==> config.mk <==
export PLATFORM = sky130hd
export DESIGN_NAME = lef_link_event_flags
export DESIGN_NICKNAME = d
export VERILOG_FILES = /design/src/lef_pkg.sv /design/src/lef_link_event_flags.sv
export SDC_FILE = /design/constraint.sdc
export NUM_CORES = 1
export LEC_CHECK = 0
export BUFFER_PORTS_ARGS = -buffer_cell sky130_fd_sc_hd__buf_2
export CAP_MARGIN = 20
export CORE_MARGIN = 1.5
export CORE_UTILIZATION = 43
export CTS_CLUSTER_DIAMETER = 120
export DETAILED_ROUTE_END_ITERATION = 8
export PLACE_DENSITY = 0.86
export SETUP_SLACK_MARGIN = 0.15
export SLEW_MARGIN = 20
export SYNTH_ARGS = -nofsm -noshare
export SYNTH_HDL_FRONTEND = slang
export SYNTH_SLANG_ARGS = --single-unit
==> constraint.sdc <==
create_clock -name pclk -period 1.25 [get_ports pclk]
set_clock_uncertainty 0.2 [all_clocks]
set_input_delay 0.0625 -clock pclk [delete_from_list [all_inputs] [get_ports pclk]]
set_output_delay 0.0625 -clock pclk [all_outputs]
set_load 0.02 [all_outputs]
==> src/lef_pkg.sv <==
package lef_pkg;
	// Byte offsets of the registers on the APB port.
	localparam logic [7:0] LEF_STATUS_OFF = 8'h0C;
	localparam logic [7:0] LEF_MASK_OFF = 8'h10;
	localparam logic [7:0] LEF_CTRL_OFF = 8'h20;
	// Flag bit positions in the status and mask registers.
	localparam int LEF_SUM_BIT = 0;
	localparam int LEF_STUCK_BIT = 8;
	localparam int LEF_EMPTY_BIT = 9;
	localparam int LEF_REJ_BIT = 10;
	localparam int LEF_HDR_BIT = 11;
	localparam int LEF_TCODE_BIT = 12;
	localparam int LEF_ACK_BIT = 13;
	localparam int LEF_CYC_BIT = 15;
	localparam int LEF_RETRY_BIT = 16;
	localparam int LEF_ARB_BIT = 20;
	localparam int LEF_SUB_BIT = 21;
	localparam int LEF_LOG_BIT = 23;
	// Control register bit positions.
	localparam int LEF_CLR_BIT = 0;
	localparam int LEF_DIAG_BIT = 1;
	// Writable flag positions; reserved and foreign bits stay zero.
	localparam logic [31:0] LEF_FLAG_MASK = 32'h00B1_BF00;
	// Reset values.
	localparam logic [31:0] LEF_STATUS_RST = 32'h0000_0000;
	localparam logic [31:0] LEF_MASK_RST = 32'h8000_0000;
	localparam logic [31:0] LEF_ZERO = 32'h0000_0000;
	// Transmitter lock states, Gray coded.
	typedef enum logic [0:0] {
		LEF_TX_RUN = 1'b0,
		LEF_TX_STUCK = 1'b1
	} lef_tx_state_t;
endpackage

==> src/lef_link_event_flags.sv <==
`timescale 1ns/1ps
// Function
// RULE_01: Bad first quadlet entry sets stuck flag, state.
// RULE_02: Transmit queue underflow also causes stuck.
// RULE_03: Stuck blocks sends until queue clear bit.
// RULE_04: Empty flag set while transmit queue empty.
// RULE_05: Receive overflow busy acknowledge sets rejected flag.
// RULE_06: Header CRC error sets header flag.
// RULE_07: Invalid transaction code sets code flag.
// RULE_08: Acknowledge for queued packet sets flag.
// RULE_09: Cycle start sent or received sets flag.
// RULE_10: Retry limit reached sets retry flag.
// RULE_11: Arbitration reset gap idle sets flag.
// RULE_12: Subaction gap flag only in diagnostic mode.
// RULE_13: Login or logout completion sets flag.
// RULE_14: Flags clear only by writing one.
// RULE_15: Mask bit one lets flag interrupt.
// RULE_16: Summary bit is OR of masked flags.
// RULE_17: All flags zero after power up.
// RULE_18: Reserved bits read zero, ignore writes; the mask register stores and reads back all 32 bits, with bit 31 set at reset.
module lef_link_event_flags
	import lef_pkg::*;
(
	input wire logic pclk,
	input wire logic presetn,
	input wire logic psel,
	input wire logic penable,
	input wire logic pwrite,
	input wire logic [7:0] paddr,
	input wire logic [31:0] pwdata,
	output logic [31:0] prdata,
	output logic pready,
	output logic pslverr,
	input wire logic first_entry_bad,
	input wire logic tx_underflow,
	input wire logic tx_queue_is_empty,
	input wire logic rx_overflow_busy_ack,
	input wire logic rx_header_crc_err,
	input wire logic tx_bad_tcode,
	input wire logic tx_queue_ack,
	input wire logic tx_cycle_start,
	input wire logic rx_cycle_start,
	input wire logic retry_exhausted,
	input wire logic arb_gap_idle,
	input wire logic sub_gap_idle,
	input wire logic login_logout_done,
	output logic tx_stuck_hold,
	output logic tx_queue_clear_bit,
	output logic irq
);
	logic [31:0] status_q;
	logic [31:0] status_d;
	logic [31:0] mask_q;
	logic diag_q;
	logic clr_q;
	lef_tx_state_t tx_state_q;
	lef_tx_state_t tx_state_d;

	// Decoding of the APB access phase.
	wire access_w = psel && penable;
	wire wr_w = access_w && pwrite;
	wire hit_status = paddr == LEF_STATUS_OFF;
	wire hit_mask = paddr == LEF_MASK_OFF;
	wire hit_ctrl = paddr == LEF_CTRL_OFF;
	wire mapped = hit_status || hit_mask || hit_ctrl;
	wire wr_status = wr_w && hit_status;
	wire wr_mask = wr_w && hit_mask;
	wire wr_ctrl = wr_w && hit_ctrl;
	wire clr_req = wr_ctrl && pwdata[LEF_CLR_BIT];

	// Slave answers in the access cycle; unmapped addresses give an error.
	assign pready = 1'b1;
	assign pslverr = access_w && !mapped;

	// Event vector; every flag rides at its own bit position.
	logic [31:0] ev;
	always_comb begin
		ev = LEF_ZERO;
		ev[LEF_STUCK_BIT] = first_entry_bad || tx_underflow; // RULE_01 RULE_02
		ev[LEF_EMPTY_BIT] = tx_queue_is_empty; // RULE_04
		ev[LEF_REJ_BIT] = rx_overflow_busy_ack; // RULE_05
		ev[LEF_HDR_BIT] = rx_header_crc_err; // RULE_06
		ev[LEF_TCODE_BIT] = tx_bad_tcode; // RULE_07
		ev[LEF_ACK_BIT] = tx_queue_ack; // RULE_08
		ev[LEF_CYC_BIT] = tx_cycle_start || rx_cycle_start; // RULE_09
		ev[LEF_RETRY_BIT] = retry_exhausted; // RULE_10
		ev[LEF_ARB_BIT] = arb_gap_idle; // RULE_11
		ev[LEF_SUB_BIT] = sub_gap_idle && diag_q; // RULE_12
		ev[LEF_LOG_BIT] = login_logout_done; // RULE_13
	end

	// Write-one-to-clear, but a new event in the same cycle wins.
	wire [31:0] w1c = wr_status ? pwdata : LEF_ZERO;
	assign status_d = ((status_q & ~w1c) | ev) & LEF_FLAG_MASK; // RULE_14 RULE_18

	// Masked flags feed the summary bit and the interrupt line.
	wire [31:0] masked = status_q & mask_q & LEF_FLAG_MASK; // RULE_15
	wire summary = |masked; // RULE_16
	assign irq = summary;

	// Stuck state holds until firmware clears the transmit queue.
	always_comb begin
		tx_state_d = tx_state_q;
		case (tx_state_q)
			LEF_TX_RUN: begin
				if (ev[LEF_STUCK_BIT]) begin
					tx_state_d = LEF_TX_STUCK; // RULE_01 RULE_02
				end
			end
			LEF_TX_STUCK: begin
				if (clr_q && !ev[LEF_STUCK_BIT]) begin // Fresh fault wins.
					tx_state_d = LEF_TX_RUN; // RULE_03
				end
			end
			default: tx_state_d = LEF_TX_RUN;
		endcase
	end
	assign tx_stuck_hold = tx_state_q == LEF_TX_STUCK; // RULE_03
	assign tx_queue_clear_bit = clr_q;

	// Register state; power-up leaves every flag clear.
	always_ff @(posedge pclk or negedge presetn) begin
		if (!presetn) begin
			status_q <= LEF_STATUS_RST; // RULE_17
			mask_q <= LEF_MASK_RST;
			diag_q <= 1'b0;
			clr_q <= 1'b0;
			tx_state_q <= LEF_TX_RUN;
		end else begin
			status_q <= status_d;
			if (wr_mask) begin
				mask_q <= pwdata;
			end
			if (wr_ctrl) begin
				diag_q <= pwdata[LEF_DIAG_BIT];
			end
			clr_q <= clr_req; // Self-clearing one-cycle pulse.
			tx_state_q <= tx_state_d;
		end
	end

	// Read data mux; the summary bit sits at bit 0 of the status word.
	logic [31:0] rd_sel;
	always_comb begin
		rd_sel = LEF_ZERO;
		if (hit_status) begin
			rd_sel = status_q;
			rd_sel[LEF_SUM_BIT] = summary; // RULE_16
		end else if (hit_mask) begin
			rd_sel = mask_q;
		end else if (hit_ctrl) begin
			rd_sel[LEF_DIAG_BIT] = diag_q;
		end
	end
	assign prdata = rd_sel;
endmodule

==> reports/metrics.yaml <==
dp_hpwl_um: 3780
synth_nets: 226
rsz0062_at_grt: "yes"
min_from: "paddr[6]"
syn2layout_area_growth_pct: 91.2
synth_top_cell_area_share_pct: 49.4
setup_viol: 67
track_usage_pct: 25.7
h-tree-depth: 2
core-area_um2: 5110
r2r-start: "mask_q[13]"
postSynthCellCount: 168
fmax_mhz: 515
async_reset_ff_share_pct: 100
grt_max_degree: 47
max_cap_viol_count: 0
vias: 2152
die_height_um: 75.8
hold_path_depth: 5
firstDrtPassIters: 5
finalCritPeriodShare_pct: 155
post-route-util_pct: 85.4
final-max-slew-violation-count: 0
worstPathRequired_ns: 0.99
end_kind: "output port"
first_iter_violations: 101
overflow: 0
hold_path.class: "input pin to flop"
numCtsBuffers: 5
ctsRootBufferMaster: "clkbuf_8"
synth_cell_types: 29
post_synth.cell_area_avg_um2: 13.6
hold_violations: 0
synth.top_cells.by_area: "dfrtp_1 (49%), mux2_4 (20%), a22o_1 (6.1%), and2_1 (5.2%), a21o_1 (2.6%)"
startpoint_type: "flop"
postRouteAntennaNets: 0
synth_top_cell_by_area: "dfrtp_1"
nets: 410
setup_slack_ns: -0.693
portBuffers: 93
ff2ff_path_depth: 3
clk_latency_ns: 0.30
powerDensity_nw_per_um2: 710
drive_above_1_share_pct: 65.7
r2r_end: "mask_q[13]"
critPathKind: "flop to output port"
synth-edff-count: 0
num_rows: 26
p_leak_nw: 2.21
io-pin-count: 95
ys.flop_type: "dfrtp_1"
ys_seq_area_share_pct: 50.5
dieArea_um2: 5750
critPathMaxFanout: 2
route.detailed.wl_per_inst_um: 18.6
fin_crit_ns: 1.94
drcViolationCount: 0
reg2reg_slack_ns: 0.04
vias_per_cell: 5.09
violations: "negative setup slack"
cts_num_sinks: 46
initial_core_util_pct: 44.7
ir_worst_vdd_mv: 0.596
num_antenna_cells: 0
wirelength_um: 7850
hold_end: "status_q[8]"
ys_ff_latch: 46
syn_area_um2: 2280
synth.most_common_cell: "dfrtp_1"
ctsLongestPathBuffers: 2
yosys_warnings: 0
total_power_w: 0.00309
die_x_um: 75.8
grt_pass1_vias: 2255
grt_pass1_wl_um: 10800
path_clk_slew_ns: 0.09
synth_commonest_cells: "dfrtp_1 (45), mux2_4 (31), and2_1 (19)"
place.gp.congestion: 0.788
antenna_found_initial: 0
status: "finished, violations left"
cp.arrival_ns: 1.68
cts_tree: "done"
## kinds of logic after synthesis
group	after synthesis	share of synthesized area, %
AOI/OAI and AO/OA	30	11.0
buffers and inverters	11	3.62
DFF	46	50.5
muxes	33	21.4
other	1	0.164
and+or+nand+nor	47	13.3
## per-stage QoR
step / setup TNS (ns) / setup slack (ns) / instance area (um2) / hold WS (ns) / cells
6_report: -12.72 / -0.693 / 4360 / 0.0537 / 423
5_1_grt: -15.50 / -0.765 / 4360 / 0.0808 / 423
4_1_cts: -9.14 / -0.680 / 4220 / 0.0716 / 418
3_5_place_dp: -23.18 / -0.384 / 3230 / -0.141 / 353
3_3_place_gp: -22.76 / -0.354 / 3230 / -0.139 / 353
2_1_floorplan: -5.97 / -0.282 / 2510 / -0.433 / 168
## state kept, by name, summed over array words and instances (netlist names)
name and count:
diag_q 1, mask_q 32, status_q 11, tx_queue_clear_bit 1, tx_stuck_hold 1
## what timing repair did
item,CTS,global route
cloned,3,0
pin swaps,8,14
setup endpoints to repair,79,78
hold buffers,46,0
gates resized for setup,87,31
endpoints found under the hold margin,92,0
buffers inserted,8,7
## critical path, cell delays in order, from the launching register on
cell and delay, ns:
dfrtp_1 0.40, a22o_1 0.25, a221oi_2 0.23, nand3_2 0.14, a22o_4 0.24, buf_6 0.12
## report_power, final
part / internal [W] / switching, W
logic: 0.000269 / 0.000169
registers: 0.00151 / 0.0000155
clock network: 0.000595 / 0.000538
## cell usage in the layout (no fill, tap or decap), types with 2 or more instances in the layout
master,count
buf_6,65
dlygate4sd3_1,46
nor2_1,3
buf_4,15
a211o_1,2
nand2_1,7
clkinvlp_4,2
clkbuf_8,5
buf_2,52
a22o_1,5
and2_4,19
a221oi_2,2
nand2_2,5
and3_4,3
buf_12,5
mux2_2,2
a21o_1,8
dfrtp_1,45
buf_16,2
a22o_4,11
nor4_4,2
mux2_4,31
## worst max-delay path by stage
stage / from / depth (start not counted) / end
floorplan: mask_q[13] / 4 / prdata[0]
global placement: status_q[9] / 5 / prdata[0]
detailed placement: status_q[9] / 5 / prdata[0]
CTS: mask_q[9] / 5 / prdata[0]
global route: mask_q[13] / 5 / prdata[0]
finish: mask_q[9] / 5 / prdata[0]
## metal layers
metal | wire, um | global-route usage, %
met5 | 0 | 0
met2 | 4310 | 48.4
met4 | 167 | 9.33
met1 | 2990 | 28.8
met3 | 384 | 4.63
## cell type report
class                   instances  area (um2)
clock buffers                   5        68.8
inverters                       1        3.75
fillers                       260         747
repair buffers                186        1740
flip-flops and latches         46        1150
clock inverters                 3        45.0
well taps                      70        87.6
multi-input cells             112        1270
Power figures use the tool's default switching activity.
